### src/common/acs_pkg.sv
package acs_pkg;
  // register offsets on the plain register port
  localparam logic [7:0] CSR_OFS = 8'h70;
  localparam logic [7:0] RES_HIGH_OFS = 8'h71;
  localparam logic [7:0] RES_LOW_OFS = 8'h72;
  // control and status field positions
  localparam int EOC_BIT = 7;
  localparam int SPEED_BIT = 6;
  localparam int ON_BIT = 5;
  localparam int CH_LSB = 0;
  localparam int CH_W = 4;
  // reset values
  localparam logic [7:0] CSR_RST = 8'h00;
  localparam logic [7:0] RES_RST = 8'h00;
  // converter geometry and timing in converter clock ticks
  localparam int RES_W = 10;
  localparam int SAMPLE_TICKS = 3;
  localparam int SETTLE_TICKS = 2;
  // core clock dividers for the converter clock, minus one
  localparam logic [1:0] DIV_SLOW_M1 = 2'h3;
  localparam logic [1:0] DIV_FAST_M1 = 2'h1;
  // sequencer states
  typedef enum logic [2:0] {
    ACS_OFF = 3'b001,
    ACS_SAMPLE = 3'b010,
    ACS_CONV = 3'b100
  } acs_state_t;
endpackage : acs_pkg

### src/logic/acs_sar_core.sv
`timescale 1ns/1ps
`default_nettype none
module acs_sar_core #(
  parameter int RES_W = acs_pkg::RES_W
) (
  input wire logic sys_clk,
  input wire logic rst_b,
  input wire logic clk_en,
  input wire logic start,
  input wire logic step,
  input wire logic cmp_high,
  output logic [RES_W-1:0] trial_code,
  output logic done,
  output logic [RES_W-1:0] result
);
  logic [RES_W-1:0] code_reg;
  logic [RES_W-1:0] code_next;
  logic [RES_W-1:0] bit_reg;
  logic [RES_W-1:0] bit_next;
  logic [RES_W-1:0] kept;
  logic last_bit;

  // keep the trial bit when the input sits at or above the trial level;
  // a fixed bit order makes the code monotonic in the input
  assign kept = cmp_high ? code_reg : (code_reg & ~bit_reg);
  assign last_bit = bit_reg[0];
  assign code_next = start ? {1'b1, {(RES_W-1){1'b0}}} :
                     (step ? (kept | (bit_reg >> 1)) : code_reg);
  assign bit_next = start ? {1'b1, {(RES_W-1){1'b0}}} :
                    (step ? (bit_reg >> 1) : bit_reg);
  assign trial_code = code_reg;
  assign result = kept;
  assign done = step & last_bit & ~start;

  // approximation register, one bit decided per step
  always_ff @(posedge sys_clk or negedge rst_b) begin
    if (!rst_b) begin
      code_reg <= '0;
      bit_reg <= '0;
    end else if (clk_en) begin
      code_reg <= code_next;
      bit_reg <= bit_next;
    end
  end
endmodule : acs_sar_core
`default_nettype wire

### src/logic/acs_sequencer.sv
// Operation
// - hold ten-bit result for software reads
// - select one of sixteen inputs
// - above upper reference gives all ones
// - below lower reference gives zero
// - result code is monotonic in input
// - on bit starts continuous conversions
// - each conversion sets done flag, loads result
// - reading high result clears done flag
// - channel change aborts, clears flag, restarts
// - clearing on bit stops converter
// - wait mode leaves converter running
// - halt disables converter; software waits stabilisation
// - analog pins stay readable as logic
// - control register write clears flag, unless a conversion completes in that cycle
// - high result holds bits nine to two
// - low result holds bits one, zero
// - channel code n routes input n
`timescale 1ns/1ps
`default_nettype none
module acs_sequencer #(
  parameter int RES_W = acs_pkg::RES_W,
  parameter int PINS = 16
) (
  input wire logic sys_clk,
  input wire logic rst_b,
  input wire logic clk_en,
  input wire logic [7:0] reg_addr,
  input wire logic [7:0] reg_wdata,
  input wire logic reg_wr,
  input wire logic reg_rd,
  output logic [7:0] reg_rdata,
  input wire logic halt_mode,
  input wire logic cmp_async,
  output logic [3:0] analog_chan_sel,
  output logic [RES_W-1:0] dac_code,
  output logic sample_hold,
  output logic converter_power,
  input wire logic [PINS-1:0] pin_async,
  output logic [PINS-1:0] pin_level
);
  acs_pkg::acs_state_t state_reg;
  acs_pkg::acs_state_t state_next;
  logic converter_on_reg;
  logic speed_reg;
  logic [3:0] channel_select_reg;
  logic eoc_reg;
  logic eoc_next;
  logic [7:0] result_high_reg;
  logic [7:0] result_low_reg;
  logic [7:0] rdata_reg;
  logic [7:0] rdata_next;
  logic [1:0] div_reg;
  logic [3:0] tick_cnt_reg;
  logic [3:0] tick_cnt_next;
  logic cmp_meta_reg;
  logic cmp_sync_reg;
  logic [PINS-1:0] pin_meta_reg;
  logic [PINS-1:0] pin_sync_reg;

  wire sel_csr = (reg_addr == acs_pkg::CSR_OFS);
  wire sel_high = (reg_addr == acs_pkg::RES_HIGH_OFS);
  wire sel_low = (reg_addr == acs_pkg::RES_LOW_OFS);
  wire csr_wr = clk_en & reg_wr & sel_csr;
  wire high_rd = clk_en & reg_rd & sel_high;
  wire [3:0] new_chan = reg_wdata[acs_pkg::CH_LSB +: acs_pkg::CH_W];
  wire chan_change = csr_wr & (new_chan != channel_select_reg);
  // wait mode is not an input at all: only halt gates the converter
  wire converter_active = converter_on_reg & ~halt_mode;
  wire [1:0] div_limit = speed_reg ? acs_pkg::DIV_FAST_M1 : acs_pkg::DIV_SLOW_M1;
  wire adc_tick = (div_reg == div_limit);

  wire core_start;
  wire core_step;
  wire core_done;
  wire [RES_W-1:0] core_result;
  wire [RES_W-1:0] core_trial;
  wire conv_done = core_done & converter_active & ~chan_change;

  // tick counting is shared by the sample and bit settle phases
  function automatic logic [3:0] ticks_left(input logic [3:0] cnt, input logic tick);
    ticks_left = (tick && cnt != 4'h0) ? cnt - 4'h1 : cnt;
  endfunction : ticks_left

  // comparator and port pins come from outside the clock domain
  always_ff @(posedge sys_clk or negedge rst_b) begin
    if (!rst_b) begin
      cmp_meta_reg <= 1'b0;
      cmp_sync_reg <= 1'b0;
      pin_meta_reg <= '0;
      pin_sync_reg <= '0;
    end else if (clk_en) begin
      cmp_meta_reg <= cmp_async;
      cmp_sync_reg <= cmp_meta_reg;
      pin_meta_reg <= pin_async;
      pin_sync_reg <= pin_meta_reg;
    end
  end

  // analog pins keep their logic read path
  assign pin_level = pin_sync_reg;

  // converter clock prescaler, restarted while stopped
  always_ff @(posedge sys_clk or negedge rst_b) begin
    if (!rst_b) begin
      div_reg <= 2'h0;
    end else if (clk_en) begin
      div_reg <= (!converter_active || adc_tick) ? 2'h0 : div_reg + 2'h1;
    end
  end

  // sequencer: sample, then one settle window per result bit
  always_comb begin
    state_next = state_reg;
    tick_cnt_next = ticks_left(tick_cnt_reg, adc_tick);
    unique case (state_reg)
      acs_pkg::ACS_OFF: begin
        if (converter_active) begin
          state_next = acs_pkg::ACS_SAMPLE;
          tick_cnt_next = 4'(acs_pkg::SAMPLE_TICKS);
        end
      end
      acs_pkg::ACS_SAMPLE: begin
        if (adc_tick && tick_cnt_reg == 4'h1) begin
          state_next = acs_pkg::ACS_CONV;
          tick_cnt_next = 4'(acs_pkg::SETTLE_TICKS);
        end
      end
      acs_pkg::ACS_CONV: begin
        if (core_step) begin
          // the next sample starts right away, no command needed
          state_next = core_done ? acs_pkg::ACS_SAMPLE : acs_pkg::ACS_CONV;
          tick_cnt_next = core_done ? 4'(acs_pkg::SAMPLE_TICKS) :
                          4'(acs_pkg::SETTLE_TICKS);
        end
      end
    endcase
    if (chan_change && converter_active) begin
      state_next = acs_pkg::ACS_SAMPLE;
      tick_cnt_next = 4'(acs_pkg::SAMPLE_TICKS);
    end
    if (!converter_active) begin
      state_next = acs_pkg::ACS_OFF;
      tick_cnt_next = 4'h0;
    end
  end

  assign core_start = (state_reg == acs_pkg::ACS_SAMPLE);
  assign core_step = (state_reg == acs_pkg::ACS_CONV) & adc_tick & (tick_cnt_reg == 4'h1);

  always_ff @(posedge sys_clk or negedge rst_b) begin
    if (!rst_b) begin
      state_reg <= acs_pkg::ACS_OFF;
      tick_cnt_reg <= 4'h0;
    end else if (clk_en) begin
      state_reg <= state_next;
      tick_cnt_reg <= tick_cnt_next;
    end
  end

  // successive approximation; saturation and zero fall out of the search
  acs_sar_core #(
    .RES_W(RES_W)
  ) u_sar (
    .sys_clk(sys_clk),
    .rst_b(rst_b),
    .clk_en(clk_en),
    .start(core_start),
    .step(core_step),
    .cmp_high(cmp_sync_reg),
    .trial_code(core_trial),
    .done(core_done),
    .result(core_result)
  );

  // analog side outputs
  assign analog_chan_sel = channel_select_reg;
  assign dac_code = core_trial;
  assign sample_hold = (state_reg == acs_pkg::ACS_SAMPLE);
  assign converter_power = converter_active;

  // done flag: a completing conversion wins over a clearing access,
  // except a channel change, which aborts that conversion
  assign eoc_next = conv_done ? 1'b1 :
                    ((high_rd || csr_wr) ? 1'b0 : eoc_reg);

  // control fields; done flag is read only
  always_ff @(posedge sys_clk or negedge rst_b) begin
    if (!rst_b) begin
      converter_on_reg <= acs_pkg::CSR_RST[acs_pkg::ON_BIT];
      speed_reg <= acs_pkg::CSR_RST[acs_pkg::SPEED_BIT];
      channel_select_reg <= acs_pkg::CSR_RST[acs_pkg::CH_LSB +: acs_pkg::CH_W];
      eoc_reg <= acs_pkg::CSR_RST[acs_pkg::EOC_BIT];
    end else if (clk_en) begin
      eoc_reg <= eoc_next;
      if (csr_wr) begin
        converter_on_reg <= reg_wdata[acs_pkg::ON_BIT];
        speed_reg <= reg_wdata[acs_pkg::SPEED_BIT];
        channel_select_reg <= new_chan;
      end
    end
  end

  // results are not latched against reads: software must be quick
  always_ff @(posedge sys_clk or negedge rst_b) begin
    if (!rst_b) begin
      result_high_reg <= acs_pkg::RES_RST;
      result_low_reg <= acs_pkg::RES_RST;
    end else if (clk_en && conv_done) begin
      result_high_reg <= core_result[RES_W-1:RES_W-8];
      result_low_reg <= {6'h00, core_result[1:0]};
    end
  end

  // read mux; reserved bit four and unmapped addresses read zero
  assign rdata_next = !reg_rd ? 8'h00 :
                      sel_csr ? {eoc_reg, speed_reg, converter_on_reg, 1'b0,
                                 channel_select_reg} :
                      sel_high ? result_high_reg :
                      sel_low ? result_low_reg : 8'h00;

  always_ff @(posedge sys_clk or negedge rst_b) begin
    if (!rst_b) begin
      rdata_reg <= 8'h00;
    end else if (clk_en) begin
      rdata_reg <= rdata_next;
    end
  end

  assign reg_rdata = rdata_reg;
endmodule : acs_sequencer
`default_nettype wire

### config.mk
export PLATFORM = sky130hd
export DESIGN_NAME = acs_sequencer
export DESIGN_NICKNAME = d
export VERILOG_FILES = /design/src/common/acs_pkg.sv /design/src/logic/acs_sar_core.sv /design/src/logic/acs_sequencer.sv
export SDC_FILE = /design/constraint.sdc
export NUM_CORES = 1
export LEC_CHECK = 0
export BUFFER_PORTS_ARGS = -buffer_cell sky130_fd_sc_hd__buf_2
export CORE_MARGIN = 10
export CORE_UTILIZATION = 54
export CTS_CLUSTER_SIZE = 30
export DETAILED_ROUTE_END_ITERATION = 8
export GPL_TIMING_DRIVEN = 0
export PLACE_DENSITY = 0.79
export REMOVE_ABC_BUFFERS = 1
export SYNTH_ARGS = -nofsm -noshare
export SYNTH_HDL_FRONTEND = slang
export SYNTH_SLANG_ARGS = --single-unit
### constraint.sdc
create_clock -name sys_clk -period 2.5 [get_ports sys_clk]
set_input_delay 0.125 -clock sys_clk [delete_from_list [all_inputs] [get_ports sys_clk]]
set_output_delay 0.125 -clock sys_clk [all_outputs]
set_load 0.03 [all_outputs]
==> results by group, run 1 <==
Timing
  – RSZ-0062 raised after global routing: false
  – Min Clock Period, post-route: approximately 2.3 ns
  – Final setup viols: 0
  – Fin Clk Skew: ~0.0085 ns
  – Setup slack after layout: 0.2139 ns
  – Max frequency: 437.4 MHz
  – Fin Setup TNS: 0 ns
  – Final Slew Violations: 0
  – Hold Fails Final Rpt: 0
  – Slew HR: 0.3363
  – Hold WS: 0.01063 ns
  – Worst Tran Pin Value: 0.9865 ns
  – Fin crit share: 0.9145

Global routing
  – GRT overflow: 0
  – Antenna violations before repair: 0
  – First-pass GRT wire length: around 14000 um
  – GRT Total Usage: 0.1605
  – Number of global-route vias before repair: between 2000 and 3000
  – Largest net degree at the start of global routing: 58

Critical path
  – Type of origin of the critical path: register
  – Reg2reg end: tick_cnt_reg[0]
  – WS Path Type: reg -> reg
  – Crit path cell chain: xor2_1 > nor4_1 > o21a_4 > a21oi_1 > a2111o_1
  – Slowest cell on the critical path: nor4_1
  – CP max stage delay: roughly 0.85 ns
  – Crit path arrival time: approximately 2.5 ns
  – Reg2Reg Depth: 5
  – Family with the most delay on the worst path: simple AND/OR/NAND/NOR gates
  – Reg2reg start: analog_chan_sel[3]
  – CP Max Fanout: 4
  – CP Data Required Time: between 2 and 3 ns
  – Crit end category: register
  – Bufs and invs on worst path: 0
  – FF-to-FF setup slack: ~0.21 ns

Logic synthesis
  – Warnings, synthesis: 0
  – Post-Synth Adder-Cell Area: 0.009862
  – Synth Flop Type: dfrtp_1
  – Post-Synth Simple-Gate Area: 0.09500
  – Synth cell types: 46
  – Synth Area in Compound Gates: 0.1358
  – Register area share after synthesis: 0.5789
  – Mux contribution to synthesized area: 0.1262
  – Synth Cell Area: 3806 um^2
  – EDFF count, synth: 0
  – Asr flop ratio synth: 1.000
  – Synth Area in XOR/XNOR: 0.01151
  – Synth Register Bits: 88
  – Syn Inst Count: 331
  – Combinational family with the most area after synthesis: compound AO/OA/AOI/OAI gates
  – Mean area per synthesized cell: 11.50 um^2

Detailed routing
  – Routed length on met1: 3810 um
  – Post-DRT Antenna Nets: 0
  – DR WL met3: 423 um
  – Routed wire length: 8699 um
  – Via count: approximately 2800
  – Via density: around 5.5
  – Max layer used: met4
  – Pre-Repair DR Iteration Count: 4
  – DR WL/cell: 16.83 um
  – DR DRC count: 0
  – Number of DRC markers in iteration 0: 100
  – Met2 WL: 4347 um

Place
  – I/O Buffers: 76
  – Post-detail-place hpwl: 6158 um
  – Global placement routability congestion: 0.7817
  – Dpl ws: -0.9739 ns

Die
  – Ports: 79
  – Die X: 104.0 um
  – Die area: 10810 um^2
  – Initial Util: 0.5571
  – Row Count: 30
  – Die Y: 104.0 um
  – Core Area: approximately 7000 um^2

Power and ir drop
  – Peak supply drop: approximately 0.41 mV
  – Pwr/cell area: between 600 and 700 nW/um^2
  – Lkg Pwr: ~2.2 nW
  – Pwr Total: 2.889 mW

Clock network
  – CTS Buf Count: 9
  – H-tree Lvls: 3
  – Setup Buffers After CTS: 0
  – Clock latency on the worst-skew pair: 0.35 ns
  – CTS Buffer Depth: 2
  – CTS tree: yes
  – Number of clock sinks: 88
  – Root buf cell: clkbuf_8
  – Clock slew at reported path FFs: around 0.090 ns

Min path
  – Hold worst-path end: pin_meta_reg[12]
  – Worst Hold Class: in -> reg
  – Hold path cells: 2
  – Min-delay src: pin_async[12]

Finish
  – Area grow syn2layout: 21.79%
  – FILL cells: about 560
  – Nets: approximately 460
  – Layout cells sized above 1: 0.3492
  – Final core utilization: 0.6786
  – N_diodes: 0

Flow run
  – Max cap viols: 0

Run status
  – Status: finished, final reports clean
[layer usage]
metal	GRT usage	up-vias
li1	-	1339
met3	0.03594	9
met2	0.2644	80
met5	0	-
met1	0.1985	1397
met4	0.06660	0
[worst max-delay path by stage]
stage                            start             endpoint  slack, ns  depth (start not counted)
CTS                    tick_cnt_reg[1]   result_high_reg[0]       0.10                          7
finish              analog_chan_sel[3]      tick_cnt_reg[0]       0.21                          5
global placement                clk_en  u_sar.trial_code[3]      -1.38                          6
detailed placement              clk_en   result_high_reg[0]      -0.97                          5
floorplan              tick_cnt_reg[1]  u_sar.trial_code[0]      -0.23                          7
global route           tick_cnt_reg[1]    result_low_reg[0]       0.02                          7
[cell usage after synthesis (all sizes together), types with 2 or more instances]
cell type / count / area [um^2]
buf: 10 / 50.05
dfrtp: 87 / 2177
o31ai: 9 / 67.56
o2111ai: 2 / 17.52
clkbuf: 7 / 26.28
nor3: 4 / 25.02
nor4b: 2 / 17.52
inv: 23 / 86.33
nand3b: 2 / 15.01
nand2b: 5 / 31.28
mux2i: 3 / 30.03
a22o: 4 / 36.29
ha: 3 / 37.54
and3: 2 / 17.52
nand2: 26 / 97.59
nand3: 4 / 20.02
xor2: 4 / 35.03
o21ai: 44 / 220.2
mux2: 40 / 450.4
nor4: 4 / 25.02
nor2: 11 / 41.29
a21oi: 13 / 65.06
a22oi: 5 / 37.54
[cells in the final DEF (no fill, tap or decap), types with 3 or more instances in the layout]
cell type	n
nand2b_1	4
buf_2	74
a21oi_1	13
clkbuf_8	10
a22o_1	3
mux2_2	40
buf_4	3
nand3_1	4
nor2_1	11
dfrtp_1	87
ha_1	3
a22oi_1	5
o21ai_0	43
nor4_1	3
dlygate4sd3_1	12
inv_1	23
mux2i_1	3
o31ai_1	9
xor2_1	4
nand2_1	26
[through the flow]
stage | area [um^2] | instances
6_report | 4636 | 517
5_1_grt | 4636 | 517
4_1_cts | 4602 | 515
3_5_place_dp | 4290 | 489
3_3_place_gp | 4230 | 486
2_1_floorplan | 3730 | 314
[final cells by class]
class	instances	area [um^2]	share of cell area
well taps	96	120.1	0.02591
repair buffers	91	551.8	0.1190
inverters	23	86.33	0.01862
multi-input cells	203	1471	0.3174
clock buffers	10	137.6	0.02969
flip-flops and latches	88	2203	0.4753
clock inverters	6	65.06	0.01404
[worst reg2reg max path: stages (launching register included)]
cell and delay (ns):
dfrtp_1 0.43, xor2_1 0.16, nor4_1 0.86, o21a_4 0.25, a21oi_1 0.08, a2111o_1 0.40
[power breakdown]
part	total, mW	switching (mW)	internal (mW)
registers	1.55	0.0466	1.50
clock network	1.00	0.507	0.493
logic	0.339	0.198	0.141
total	2.89	0.752	2.14
[cells by family after synthesis]
group / count (synthesis)
DFF: 88
adders and majority gates: 3
and+or+nand+nor: 68
xor gates and xnor gates: 5
AOI/OAI and AO/OA: 84
buffers and inverters: 40
muxes: 43
[timing repair]
| item | in CTS | in global routing |
|---|---|---|
| pin swaps | 0 | 0 |
| endpoints found under the setup margin | 11 | 15 |
| endpoints found under the hold margin | 46 | 2 |
| resized for setup | 2 | 2 |
| hold buffers | 10 | 2 |
Power figures use the tool's default switching activity.
==> run 2: changes to the inputs <==
--- a/config.mk
+++ b/config.mk
@@ -13,2 +13,3 @@
 export GPL_TIMING_DRIVEN = 0
+export MAX_ROUTING_LAYER = met4
 export PLACE_DENSITY = 0.79
--- a/constraint.sdc
+++ b/constraint.sdc
@@ -3,2 +3,2 @@
 set_output_delay 0.125 -clock sys_clk [all_outputs]
-set_load 0.03 [all_outputs]
+set_load 0.01 [all_outputs]
==> run 2 against run 1 <==
Sequential power hardly changed. Clock skew about the same. Final area grew 0.22%. Worst hold slack got worse by 0.0036 ns. Final cell count up 0.19%. Core utilization rose by 0.15 points. Flip-flop and latch count stayed put. Die area stayed put. Count of clock-buffer cells in the layout unchanged. Register-to-register slack about the same. Clock power hardly changed. Sequential share of layout area is 0.10 points lower.
==> results by group, run 2 (synthesis results as in run 1) <==
Run status
  – Status: finished, final reports clean

Critical path
  – CP Max Fanout: 21
  – CP Data Required Time: 2.71 ns
  – WS Path Type: reg -> reg
  – Family with the most delay on the worst path: simple AND/OR/NAND/NOR gates
  – Crit path arrival time: 2.51 ns
  – Bufs and invs on worst path: 1
  – Slowest cell on the critical path: or3b_2
  – CP max stage delay: between 0.4 and 0.5 ns
  – Crit end category: register
  – Type of origin of the critical path: register
  – Crit path cell chain: inv_1 > ha_1 > or3b_2 > nor3_2 > o2111ai_4 > nand2_1 > o21ai_0

Die
  – Ports: 79
  – Die area: about 11000 um^2
  – Initial Util: 0.5571
  – Die X: 104.0 um
  – Row Count: 30
  – Die Y: 104.0 um
  – Core Area: 6832 um^2

Power and ir drop
  – Lkg Pwr: roughly 2.2 nW
  – Pwr/cell area: about 610 nW/um^2
  – Peak supply drop: 0.4016 mV

Finish
  – Layout cells sized above 1: 0.3483
  – Commonest non-fill, non-tap cell in the layout: dfrtp_1
  – N_diodes: 0
  – FILL cells: around 560
  – Area grow syn2layout: 22.06%
  – Most frequent cells in the layout: dfrtp_1 (87), buf_2 (74), o21ai_0 (43), mux2_2 (40), nand2_1 (26)
  – Nets: 459
  – Final core utilization: 0.6800

Global routing
  – GRT Total Usage: 0.1655
  – Largest net degree at the start of global routing: 58
  – Number of global-route vias before repair: between 2000 and 3000
  – First-pass GRT wire length: 14310 um
  – Antenna violations before repair: 0
  – GRT overflow: 0

Clock network
  – Number of clock sinks: 88
  – Clock slew at reported path FFs: 0.09 ns
  – Root buf cell: clkbuf_8
  – CTS tree: yes
  – H-tree Lvls: 3
  – Clock latency on the worst-skew pair: 0.35 ns
  – Setup Buffers After CTS: 0
  – CTS Buffer Depth: 2
  – CTS Buf Count: 9

Timing
  – Hold Fails Final Rpt: 0
  – Slew HR: 0.3450
  – Fin crit share: 0.9177
  – Hold WS: 0.007025 ns
  – Final Slew Violations: 0
  – Fin Setup TNS: 0 ns
  – Worst Tran Pin Value: between 0.9 and 1 ns
  – RSZ-0062 raised after global routing: false
  – Final setup viols: 0
  – Min Clock Period, post-route: approximately 2.3 ns
  – Fin Clk Skew: 0.008236 ns
  – Setup slack after layout: about 0.21 ns
  – Max frequency: 435.9 MHz

Detailed routing
  – Routed length on met1: 3911 um
  – Pre-Repair DR Iteration Count: 4
  – DR DRC count: 0
  – Routed wire length: 8817 um
  – Via density: 5.473
  – Number of DRC markers in iteration 0: about 110
  – Via count: 2835
  – Post-DRT Antenna Nets: 0
  – Max layer used: met4
  – Met2 WL: 4425 um
  – DR WL/cell: 17.02 um
  – DR WL met3: 374 um

Place
  – I/O Buffers: between 70 and 80
  – Post-detail-place hpwl: 6158 um
  – Global placement routability congestion: 0.7924
  – Dpl ws: -0.9739 ns

Flow run
  – Max cap viols: 0

Min path
  – Worst Hold Class: in -> reg
## run 2: changes by cell type in the layout (fill, tap and decap cells not counted)
cell and change:
dlygate4sd3_1 +1
## run 2: worst paths after layout
kind / from / endpoint / slack [ns] / cells after the start
setup / recovery: tick_cnt_reg[1] / result_high_reg[0] / 0.21 / 7
setup reg to reg: tick_cnt_reg[1] / result_high_reg[0] / 0.21 / 7
hold reg to reg: result_high_reg[3] / result_high_reg[3] / 0.50 / 2
hold / removal: pin_async[12] / pin_meta_reg[12] / 0.007 / 2
max in group asynchronous: rst_b / state_reg[0] / 1.54 / 3
min in group asynchronous: rst_b / pin_meta_reg[15] / 0.29 / 2
## run 2: through the flow
step	area, um^2	std cells	power [mW]
after floorplan	3730	314	1.689
after global placement	4230	486	1.820
after detailed placement	4290	489	1.843
after CTS	4602	515	2.847
after global routing	4646	518	2.938
final	4646	518	2.823
## run 2: power by group
group | internal [mW] | switching [mW]
sequential | 1.50 | 0.0468
clock | 0.493 | 0.507
combinational | 0.141 | 0.133
total | 2.14 | 0.687
## run 2: worst register-to-register path, delay by kind of cell, from the launching register on
kind / cells / cell delay [ns]
buf+inv: 1 / 0.11
compound gates: 2 / 0.48
simple gates: 3 / 1.00
fa+ha+maj: 1 / 0.14
flops: 1 / 0.42
## run 2: area by class of cell
cell class	count	area [um^2]	area share
flip-flops and latches	88	2203	0.4743
multi-input cells	203	1471	0.3167
inverters	23	86.33	0.01858
repair buffers	92	561.8	0.1209
clock inverters	6	65.06	0.01400
clock buffers	10	137.6	0.02963
well taps	96	120.1	0.02586
## run 2: timing repair
action / CTS / global route
gates resized for setup: 2 / 2
cloned: 0 / 0
endpoints found under the setup margin: 11 / 15
hold buffers: 10 / 3
hold endpoints to repair: 46 / 3
## run 2: routing by layer
layer  track usage  vias up
li1              -     1344
met1        0.2005     1415
met2        0.2658       68
met3       0.03284        8
met4       0.06660        0
met5             -        -
